**src/rtl/idio_map.vh**
```
`ifndef IDIO_MAP_VH
`define IDIO_MAP_VH

`define IDIO_CLK_HZ            200000000
`define IDIO_MAX_RATE_HZ       10000
`define IDIO_MIN_DIV           (`IDIO_CLK_HZ / `IDIO_MAX_RATE_HZ)
`define IDIO_RST_DIV           32'h0000_4E20

`define IDIO_ADDR_CTRL         4'h0
`define IDIO_ADDR_STATUS       4'h1
`define IDIO_ADDR_DIVIDER      4'h2
`define IDIO_ADDR_OUT          4'h3
`define IDIO_ADDR_PORT         4'h4

`define IDIO_CTRL_RUN_BIT      0
`define IDIO_ST_ENABLED_BIT    0
`define IDIO_ST_OPEN_DRAIN_BIT 1
`define IDIO_ST_RANGE_24V_BIT  2
`define IDIO_ST_NEW_SAMPLE_BIT 3

`define IDIO_RST_OUT           8'h00
`define IDIO_PRE_READ_OUT      8'hFF

`endif

```
**src/rtl/idio_sampler.v**
```verilog
`timescale 1ns/1ps
`include "idio_map.vh"

module idio_sampler #(
  parameter WIDTH = 8
) (
  input  wire             clk,
  input  wire             rst_n,
  input  wire             run,
  input  wire [31:0]      divider,
  input  wire [WIDTH-1:0] din,
  output reg  [WIDTH-1:0] sample,
  output reg              tick
);

  reg [31:0]      count;
  reg [WIDTH-1:0] sticky;
  wire [31:0]     limit;
  wire            fire;

  // Dividers below the fastest allowed rate are raised to it.
  assign limit = (divider < `IDIO_MIN_DIV) ? `IDIO_MIN_DIV : divider;
  assign fire  = run && (count >= limit - 32'h0000_0001);

  always @(posedge clk or negedge rst_n) begin
    if (!rst_n) begin
      count  <= 32'h0000_0000;
      sticky <= {WIDTH{1'b0}};
      sample <= {WIDTH{1'b0}};
      tick   <= 1'b0;
    end else begin
      tick <= fire;
      if (!run || fire) begin
        count <= 32'h0000_0000;
      end else begin
        count <= count + 32'h0000_0001;
      end
      if (fire) begin
        // A high level seen in the tick cycle seeds the next interval.
        sample <= sticky | din;
        sticky <= din;
      end else begin
        sticky <= sticky | din;
      end
    end
  end

endmodule

```
**src/rtl/idio_port.v**
```verilog
`timescale 1ns/1ps
`include "idio_map.vh"

module idio_port #(
  parameter WIDTH = 8
) (
  input  wire             CLK_SYS,
  input  wire             RSTN,
  input  wire [3:0]       AVS_ADDRESS,
  input  wire             AVS_READ,
  input  wire             AVS_WRITE,
  input  wire [31:0]      AVS_WRITEDATA,
  input  wire [3:0]       AVS_BYTEENABLE,
  output reg  [31:0]      AVS_READDATA,
  output reg              AVS_WAITREQUEST,
  input  wire [WIDTH-1:0] DIN,
  input  wire             LEVEL_SEL_N,
  input  wire             DRIVER_TYPE_SELECT_PIN,
  output reg  [WIDTH-1:0] HIGH_SIDE_ON,
  output reg  [WIDTH-1:0] LOW_SIDE_ON,
  output reg  [WIDTH-1:0] DOUT,
  output reg  [WIDTH-1:0] DOUT_OE_N,
  output reg              RANGE_24V,
  output reg              SAMPLE_TICK
);

  // Output modes of the whole driver group.
  localparam MODE_OFF   = 2'b00;
  localparam MODE_TOTEM = 2'b01;
  localparam MODE_OPEN  = 2'b10;

  reg  [WIDTH-1:0] din_meta;
  reg  [WIDTH-1:0] din_sync;
  reg  [1:0]       lvl_sync;
  reg  [1:0]       drv_sync;
  reg              run;
  reg  [31:0]      divider;
  reg  [WIDTH-1:0] out_word;
  reg  [1:0]       mode;
  reg  [1:0]       next_mode;
  reg              new_sample;
  reg  [15:0]      port_word;
  reg  [31:0]      next_readdata;
  reg  [WIDTH-1:0] next_high;
  reg  [WIDTH-1:0] next_low;
  reg  [WIDTH-1:0] next_dout;
  reg  [WIDTH-1:0] next_oe_n;
  wire [WIDTH-1:0] sample;
  wire             tick;
  wire             enabled;
  wire             open_drain;
  wire             access;
  wire             wr;
  wire             rd;
  wire             wr_ctrl;
  wire             wr_divider;
  wire             wr_out;
  wire             rd_port;

  function [31:0] idio_merge;
    input [31:0] old_val;
    input [31:0] new_val;
    input [3:0]  be;
    integer i;
    begin
      idio_merge = old_val;
      for (i = 0; i < 4; i = i + 1) begin
        if (be[i]) begin
          idio_merge[i*8 +: 8] = new_val[i*8 +: 8];
        end
      end
    end
  endfunction

  function idio_hit;
    input [3:0] addr;
    input [3:0] index;
    begin
      idio_hit = (addr == index);
    end
  endfunction

  assign access     = (AVS_READ || AVS_WRITE) && AVS_WAITREQUEST;
  assign wr         = AVS_WRITE && AVS_WAITREQUEST;
  assign rd         = AVS_READ && AVS_WAITREQUEST;
  assign wr_ctrl    = wr && idio_hit(AVS_ADDRESS, `IDIO_ADDR_CTRL) && AVS_BYTEENABLE[0];
  assign wr_divider = wr && idio_hit(AVS_ADDRESS, `IDIO_ADDR_DIVIDER);
  assign wr_out     = wr && idio_hit(AVS_ADDRESS, `IDIO_ADDR_OUT) && AVS_BYTEENABLE[0];
  assign rd_port    = rd && idio_hit(AVS_ADDRESS, `IDIO_ADDR_PORT);
  assign enabled    = (mode != MODE_OFF);
  assign open_drain = (mode == MODE_OPEN);

  always @(posedge CLK_SYS or negedge RSTN) begin
    if (!RSTN) begin
      din_meta <= {WIDTH{1'b0}};
      din_sync <= {WIDTH{1'b0}};
    end else begin
      din_meta <= DIN;
      din_sync <= din_meta;
    end
  end

  // An open level pin selects the 24 V range, so the synchroniser resets to that level.
  always @(posedge CLK_SYS or negedge RSTN) begin
    if (!RSTN) begin
      lvl_sync <= 2'b11;
    end else begin
      lvl_sync <= {lvl_sync[0], LEVEL_SEL_N};
    end
  end

  // An unsettled driver-type pin reads as open-drain, which never sources current.
  always @(posedge CLK_SYS or negedge RSTN) begin
    if (!RSTN) begin
      drv_sync <= 2'b11;
    end else begin
      drv_sync <= {drv_sync[0], DRIVER_TYPE_SELECT_PIN};
    end
  end

  idio_sampler #(
    .WIDTH (WIDTH)
  ) u_sampler (
    .clk     (CLK_SYS),
    .rst_n   (RSTN),
    .run     (run),
    .divider (divider),
    .din     (din_sync),
    .sample  (sample),
    .tick    (tick)
  );

  always @* begin
    next_readdata = 32'h0000_0000;
    case (AVS_ADDRESS)
      `IDIO_ADDR_CTRL: begin
        next_readdata[`IDIO_CTRL_RUN_BIT] = run;
      end
      `IDIO_ADDR_STATUS: begin
        next_readdata[`IDIO_ST_ENABLED_BIT]    = enabled;
        next_readdata[`IDIO_ST_OPEN_DRAIN_BIT] = open_drain;
        next_readdata[`IDIO_ST_RANGE_24V_BIT]  = lvl_sync[1];
        next_readdata[`IDIO_ST_NEW_SAMPLE_BIT] = new_sample;
      end
      `IDIO_ADDR_DIVIDER: begin
        next_readdata = divider;
      end
      `IDIO_ADDR_OUT: begin
        next_readdata[WIDTH-1:0] = enabled ? out_word : `IDIO_PRE_READ_OUT;
      end
      `IDIO_ADDR_PORT: begin
        next_readdata[15:0] = port_word;
      end
      default: begin
        next_readdata = 32'h0000_0000;
      end
    endcase
  end

  // Every access gets one wait cycle, then waitrequest is low for exactly one cycle.
  always @(posedge CLK_SYS or negedge RSTN) begin
    if (!RSTN) begin
      AVS_WAITREQUEST <= 1'b1;
      AVS_READDATA    <= 32'h0000_0000;
    end else begin
      AVS_WAITREQUEST <= !access;
      if (rd) begin
        AVS_READDATA <= next_readdata;
      end
    end
  end

  // The divider honours every byte lane; the run flag lives in lane 0.
  always @(posedge CLK_SYS or negedge RSTN) begin
    if (!RSTN) begin
      run     <= 1'b0;
      divider <= `IDIO_RST_DIV;
    end else begin
      if (wr_ctrl) begin
        run <= AVS_WRITEDATA[`IDIO_CTRL_RUN_BIT];
      end
      if (wr_divider) begin
        divider <= idio_merge(divider, AVS_WRITEDATA, AVS_BYTEENABLE);
      end
    end
  end

  // The driver type is taken from the pin only when the outputs first switch on.
  always @* begin
    next_mode = mode;
    case (mode)
      MODE_OFF: begin
        if (wr_out) begin
          next_mode = drv_sync[1] ? MODE_OPEN : MODE_TOTEM;
        end
      end
      MODE_TOTEM: begin
        next_mode = MODE_TOTEM;
      end
      MODE_OPEN: begin
        next_mode = MODE_OPEN;
      end
      default: begin
        next_mode = MODE_OFF;
      end
    endcase
  end

  always @(posedge CLK_SYS or negedge RSTN) begin
    if (!RSTN) begin
      out_word <= `IDIO_RST_OUT;
      mode     <= MODE_OFF;
    end else begin
      mode <= next_mode;
      if (wr_out) begin
        out_word <= AVS_WRITEDATA[WIDTH-1:0];
      end
    end
  end

  always @(posedge CLK_SYS or negedge RSTN) begin
    if (!RSTN) begin
      RANGE_24V   <= 1'b1;
      SAMPLE_TICK <= 1'b0;
    end else begin
      RANGE_24V   <= lvl_sync[1];
      SAMPLE_TICK <= tick;
    end
  end

  always @(posedge CLK_SYS or negedge RSTN) begin
    if (!RSTN) begin
      new_sample <= 1'b0;
      port_word  <= 16'h0000;
    end else begin
      if (tick) begin
        port_word <= {{(16-WIDTH){1'b0}}, sample};
      end
      // A new sample wins over a read of the port word in the same cycle.
      if (tick) begin
        new_sample <= 1'b1;
      end else if (rd_port) begin
        new_sample <= 1'b0;
      end
    end
  end

  always @* begin
    next_high = {WIDTH{1'b0}};
    next_low  = {WIDTH{1'b0}};
    next_dout = {WIDTH{1'b0}};
    next_oe_n = {WIDTH{1'b1}};
    case (mode)
      MODE_TOTEM: begin
        // Outputs first switch on with the written word, so a 0 never shows high.
        next_high = out_word;
        next_low  = ~out_word;
        next_dout = out_word;
        next_oe_n = {WIDTH{1'b0}};
      end
      MODE_OPEN: begin
        next_low  = ~out_word;
        next_oe_n = out_word;
      end
      default: begin
        next_oe_n = {WIDTH{1'b1}};
      end
    endcase
  end

  // Switch commands are registered so that no decode glitch reaches a driver.
  always @(posedge CLK_SYS or negedge RSTN) begin
    if (!RSTN) begin
      HIGH_SIDE_ON <= {WIDTH{1'b0}};
      LOW_SIDE_ON  <= {WIDTH{1'b0}};
      DOUT         <= {WIDTH{1'b0}};
      DOUT_OE_N    <= {WIDTH{1'b1}};
    end else begin
      HIGH_SIDE_ON <= next_high;
      LOW_SIDE_ON  <= next_low;
      DOUT         <= next_dout;
      DOUT_OE_N    <= next_oe_n;
    end
  end

endmodule

```
**config.mk**
```make
export PLATFORM = sky130hd
export DESIGN_NAME = idio_port
export DESIGN_NICKNAME = d
export VERILOG_FILES = /design/src/rtl/idio_sampler.v /design/src/rtl/idio_port.v
export VERILOG_INCLUDE_DIRS = /design/src /design/src/rtl
export SDC_FILE = /design/constraint.sdc
export NUM_CORES = 1
export LEC_CHECK = 0
export ABC_AREA = 1
export CORE_UTILIZATION = 40
export DETAILED_ROUTE_END_ITERATION = 16
export DONT_BUFFER_PORTS = 1
export PLACE_DENSITY = 0.55
export REMOVE_ABC_BUFFERS = 1
export SYNTH_ARGS = -nofsm -noshare
export SYNTH_HDL_FRONTEND = slang
export SYNTH_HIERARCHICAL = 1
export SYNTH_SLANG_ARGS = --single-unit
```
**constraint.sdc**
```tcl
create_clock -name CLK_SYS -period 3.45 [get_ports CLK_SYS]
set_clock_uncertainty 0.15 [all_clocks]
set_input_delay 0.345 -clock CLK_SYS [delete_from_list [all_inputs] [get_ports CLK_SYS]]
set_output_delay 0.345 -clock CLK_SYS [all_outputs]
set_load 0.02 [all_outputs]
```
## Word level (Yosys, flattened, before mapping)

Cells that the tools add are included.

| cells by class | value |
|---|---|
| reductions and logical operators | 23 |
| bitwise logic cells | 2 |
| eq/ne operators | 7 |
| muxes and demuxes | 17 |
| order comparisons | 2 |
| add/sub/neg operators | 2 |

Operators by type and width:

| cell | number |
|---|---|
| $mux W32 | 2 |
| $mux W8 | 5 |
| $add A32 B1 Y32 const B | 1 |
| $ge A32 B32 Y1 | 1 |
| $lt A32 B15 Y1 const B | 1 |
| $sub A32 B1 Y32 const B | 1 |
| $mux W16 | 1 |
| $pmux W8 S2 | 1 |
| $pmux W3 S4 | 1 |
| $pmux W4 S3 | 1 |
| $logic_and A1 B1 Y1 | 10 |
| $eq A4 B2 Y1 const B | 2 |
| $not A8 Y8 | 1 |
| $or A8 B8 Y8 | 1 |
| $reduce_and A2 Y1 | 4 |
| $pmux W2 S3 | 1 |
| $pmux W1 S5 | 1 |
| $eq A4 B1 Y1 const B | 1 |
| $eq A4 B3 Y1 const B | 1 |
| $logic_not A4 Y1 | 1 |
| $mux W2 | 2 |
| $reduce_bool A2 Y1 | 2 |
| $eq A2 B1 Y1 const B | 1 |
| $eq A2 B2 Y1 const B | 1 |
| 6 further kinds | 9 |

| word-level totals | value |
|---|---|
| input bits | 54 |
| output and inout bits | 67 |
| register bits | 180 |
| word-level logic and storage cells | 77 |

## Logic depth before layout (Yosys ltp)

| depth | value |
|---|---|
| depth in word-level cells | 7 |
| gate-level depth with buffers | 29 |
| gate-level depth less buffers | 26 |

## By module

Netlist, hierarchy kept.

Modules (own cells, without submodules):

| module | cells each | times used | area an instance (sq um) | sequential area each (sq um) |
|---|---|---|---|---|
| idio_port | 527 | 1 | 5098.6 | 3301.9 |
| idio_sampler | 656 | 1 | 4342.9 | 1226.2 |

## Least setup slack after synthesis

Ideal clock, no wire load.

| path | value |
|---|---|
| path type | register to register |
| start point | reg divider[16] |
| end point | reg u_sampler.sticky[7] |
| library setup time | 0.117 ns |
| setup slack | -0.355 ns |
| arrival | 3.538 ns |
| path buffers | 3 |
| data required time | 3.183 ns |
| cell stages (with the launch flop) | 28 |
| clock period less this slack | 3.805 ns |
| cell sequence | dfrtp_1 -> inv_2 -> nand2_1 -> nor2_2 -> nand2_1 -> nor2_2 -> nand3_2 -> buf_6 -> buf_2 -> nand2_1 -> ha_1 -> inv_1 -> nor2_1 -> nand2_1 -> nor2_2 -> nand2_1 -> nand2_1 -> nand2_1 -> ha_1 -> nand3_1 -> a31o_2 -> a21oi_1 -> nor2_1 -> nand2_1 -> nand2_1 -> buf_2 -> nand2_1 -> nand2_1 |

| on the way | value |
|---|---|
| cells in the longest elaborated chain, start to end | 6 |

Ends and longest elaborated chain:

| element | RTL line | RTL |
|---|---|---|
| from (decl) | idio_port.v:37 | `reg [31:0] divider;` |
| from (signal assigned) | idio_port.v:177 | `` divider <= `IDIO_RST_DIV; `` |
| from (signal assigned) | idio_port.v:183 | `divider <= idio_merge(divider, AVS_WRITEDATA, AVS_BYTEENABLE);` |
| $lt A32 B15 Y1 (no line) | -- |  |
| $mux W32 * | idio_sampler.v:22 | `` assign limit = (divider < `IDIO_MIN_DIV) ? `IDIO_MIN_DIV : divider; `` |
| $sub A32 B1 Y32 * | idio_sampler.v:23 | `assign fire = run && (count >= limit - 32'h0000_0001);` |
| $ge A32 B32 Y1 * | idio_sampler.v:23 |  |
| $logic_and A1 B1 Y1 * | idio_sampler.v:23 |  |
| $mux W8 * | idio_sampler.v:38 | `if (fire) begin` |
| to (signal assigned) | idio_sampler.v:28 | `sticky <= {WIDTH{1'b0}};` |
| to (signal assigned) | idio_sampler.v:41 | `sticky <= din;` |
| to (signal assigned) | idio_sampler.v:43 | `sticky <= sticky \| din;` |
| to (decl) | idio_sampler.v:17 | `reg [WIDTH-1:0] sticky;` |

Every way passes the cells marked *; elsewhere a longest branch is shown, timed or not.
A chain may end at the register's enable or synchronous reset.

## Worst setup path after layout

| path | value |
|---|---|
| start point | reg divider[23] |
| end point | reg u_sampler.sticky[1] |

Same word-level chain as after synthesis.

==> flow_summary.ini <==
[run_status]
outcome = finished, violations left
violations = hold timing, setup timing

[critical_path]
crit_arrival_ps = 3930
path_class = flip-flop to flip-flop
critPathCaptureType = flip-flop
crit_family = simple AND/OR/NAND/NOR gates
worstPathMaxFanout = 8
cp_num_buf_inv = 6
max_stage_delay_ps = 390
slowest_stage = dfrtp_1
required_ps = 3630
cp-start-kind = flip-flop
path_common_cell = nand2_1

[placed_design]
gp_congestion = 0.8957
hpwl_microns = 17350
numPortBuffers = 0
dp_cells = 1551

[detailed_routing]
first_pass_iters = 5
routed_wl_microns = 25860
drc = 0
drt_iter0_markers = 489
wire_per_inst_microns = 15.31
vias = 8276
ant_nets = 0
drt-vias-per-instance = 4.900

[timing]
tightest_slew_ps = 904.9
hold_viol = 180
fin_crit_ps = 3745
setup_viol = 49
worst_slack_ps = -295.2
grt_setup_unrepaired = yes
maxSlewViolCount = 0
max_slew_margin_pct = 39.67
hold_ws_ps = -555.9
fmax_mhz = 267.0
period_share_pct = 108.6

[min_path]
hp-class = primary input to async pin

[logic_synthesis]
synth-simple-area-share_pct = 31.27
synthFlopType = dfrtp_1
synth_area_leaders = dfrtp_1 (43%), nand2_1 (15%), nand3_1 (5.9%)
synth_compound_area_share_pct = 6.122
yosysSeqAreaShare_pct = 47.96
synth-edff-count = 0
synth_top_family_by_area = simple AND/OR/NAND/NOR gates
synth.top_cell.area_share_pct = 42.67
yosys.area.top_type = dfrtp_1
synth_warnings = 6
yosysMostFrequentCell = nand2_1
ys_async_sr_fraction_pct = 100.0
syn_inst = 1183
synth_area_sq_um = 9442
avgSynthCellArea_sq_um = 7.981
yosysUniqueCellTypes = 40
synthXorXnorAreaFrac_pct = 3.154
synthMuxAreaShare_pct = 0
yosys-top-cells-count = nand2_1 (365), dfrtp_1 (161), nor2_1 (123)
synth_fa_ha_area_share_pct = 4.903
synth.ff_latch_count = 180

[global_routing]
antenna_found_initial = 0
grt_first_pass_wirelength_microns = 41200
gr-total-overflow = 0
grt_max_degree = 181
grt_pass1_vias = 8047
track_usage_pct = 21.77

[floorplanning]
placementRows = 55
core_sq_um = 22920
die_area_sq_um = 24220
die_w_microns = 155.6
chipHeight_microns = 155.6
start_util_pct = 41.20
ios = 121

[cells_and_area]
antenna_cells = 0
finalNetCount = 1454
layout.cells.non_filler = 1689
drive_above_1_share_pct = 23.69
areaGrowthSynthToFinish_pct = 31.90

[pwr]
irDropWorstVdd_uv = 342.4
power_density_nw_per_um2 = 568.7
p_leak_nw = 5.925

[cts]
ctsHoldBuffers = 68
clock_sinks = 180
htreeDepth = 4
cts_buffer_depth = 2
cts_inserted_buffers = 17
clkTransAtPathRegs_ps = 80
clkLatencyLatePin_ps = 440
cts-root-buf = clkbuf_16
cts_tree = yes

[job]
max_cap_viol_count = 0
## report_power, final
part | internal, W | switching (W) | total (W)
logic | 0.00104 | 0.00135 | 0.00239
registers | 0.00238 | 0.000333 | 0.00272
clock network | 0.00103 | 0.000951 | 0.00198
total | 0.00445 | 0.00263 | 0.00708
## state kept, by name, summed over array words and instances, names as in the netlist
| register | cells |
|---|---|
| u_sampler/sample | 8 |
| drv_sync | 2 |
| din_meta | 8 |
| AVS_WAITREQUEST | 1 |
| u_sampler/count | 32 |
| lvl_sync | 2 |
| out_word | 8 |
| new_sample | 1 |
| LOW_SIDE_ON | 8 |
| AVS_READDATA | 32 |
| run | 1 |
| DOUT | 8 |
| din_sync | 8 |
| DOUT_OE_N | 8 |
| u_sampler/sticky | 8 |
| divider | 32 |
| port_word | 8 |
| mode | 2 |
| u_sampler/tick | 1 |
| SAMPLE_TICK | 1 |
| RANGE_24V | 1 |
## cells by family (layout without fill, tap and decap cells)
kind of cell / count (synthesis) / count (layout)
compound gates: 102 / 102
fa+ha+maj: 37 / 37
flops: 180 / 180
buf+inv: 150 / 343
xor+xnor: 34 / 34
simple gates: 680 / 680
## area by class of cell
cell class | count | area (sq um)
inverter | 113 | 424.2
fill | 2128 | 10460
clock buffer | 18 | 429.2
timing repair buffer | 198 | 1782
multi-input combinational | 853 | 4731
tap | 313 | 391.6
clock inverter | 14 | 166.4
sequential | 180 | 4529
## layout by cell type, fill, tap and decap left out, drive strengths merged
master / Yosys / layout
clkinvlp: 0 / 4
nand3: 115 / 115
or2: 10 / 10
dfrtp: 161 / 161
clkinv: 1 / 5
inv: 112 / 117
a21oi: 20 / 20
dfstp: 19 / 19
bufinv: 0 / 1
a31oi: 1 / 1
dlygate4sd3: 0 / 68
nor3: 20 / 20
o21ai: 77 / 77
o211ai: 1 / 1
o31ai: 1 / 1
nand4: 20 / 20
buf: 18 / 128
a31o: 1 / 1
xor2: 27 / 27
clkbuf: 19 / 20
nand2: 370 / 370
ha: 37 / 37
nor3b: 1 / 1
and2: 1 / 1
nor4: 4 / 4
nor2: 139 / 139
xnor2: 7 / 7
a211oi: 1 / 1
## per-layer routing
layer	global-route usage (%)	wire length [microns]
met1	31.01	12360
met3	4.083	1225
met4	5.882	358
met2	33.85	11920
met5	0	0
## path summary, 6_finish.rpt
path / endpoint / cells past startpoint / startpoint / slack, ps
max: u_sampler/sticky[1] / 26 / divider[23] / -300
min: din_meta[1] / 0 / RSTN / -560
max reg2reg: u_sampler/sticky[1] / 26 / divider[23] / -300
min reg2reg: din_sync[5] / 0 / din_meta[5] / 200
max in group asynchronous: DOUT_OE_N[5] / 0 / RSTN / 3450
min in group CLK_SYS: divider[5] / 2 / AVS_BYTEENABLE[0] / 20
## per-stage QoR
| step | utilization, % | power, W | TNS, ps | setup slack, ps | cell area (sq um) |
|---|---|---|---|---|---|
| after floorplan | - | 0.003833 | -22610 | -543.9 | 9244 |
| after global placement | 45.12 | 0.004597 | -11450 | -336.6 | 10340 |
| after detailed placement | 45.12 | 0.004619 | -13010 | -369.6 | 10340 |
| after CTS | 52.44 | 0.006909 | -7634 | -200.5 | 12020 |
| after global routing | 54.34 | 0.007496 | -20810 | -458.4 | 12450 |
| final | 54.34 | 0.007082 | -10570 | -295.2 | 12450 |
## repair_timing
action / CTS / global route
pin swaps: 13 / 30
cloned: 1 / 4
endpoints found under the hold margin: 227 / 180
gates resized for setup: 45 / 93
setup endpoints to repair: 49 / 49
buffers inserted: 29 / 6
Power figures use the tool's default switching activity.
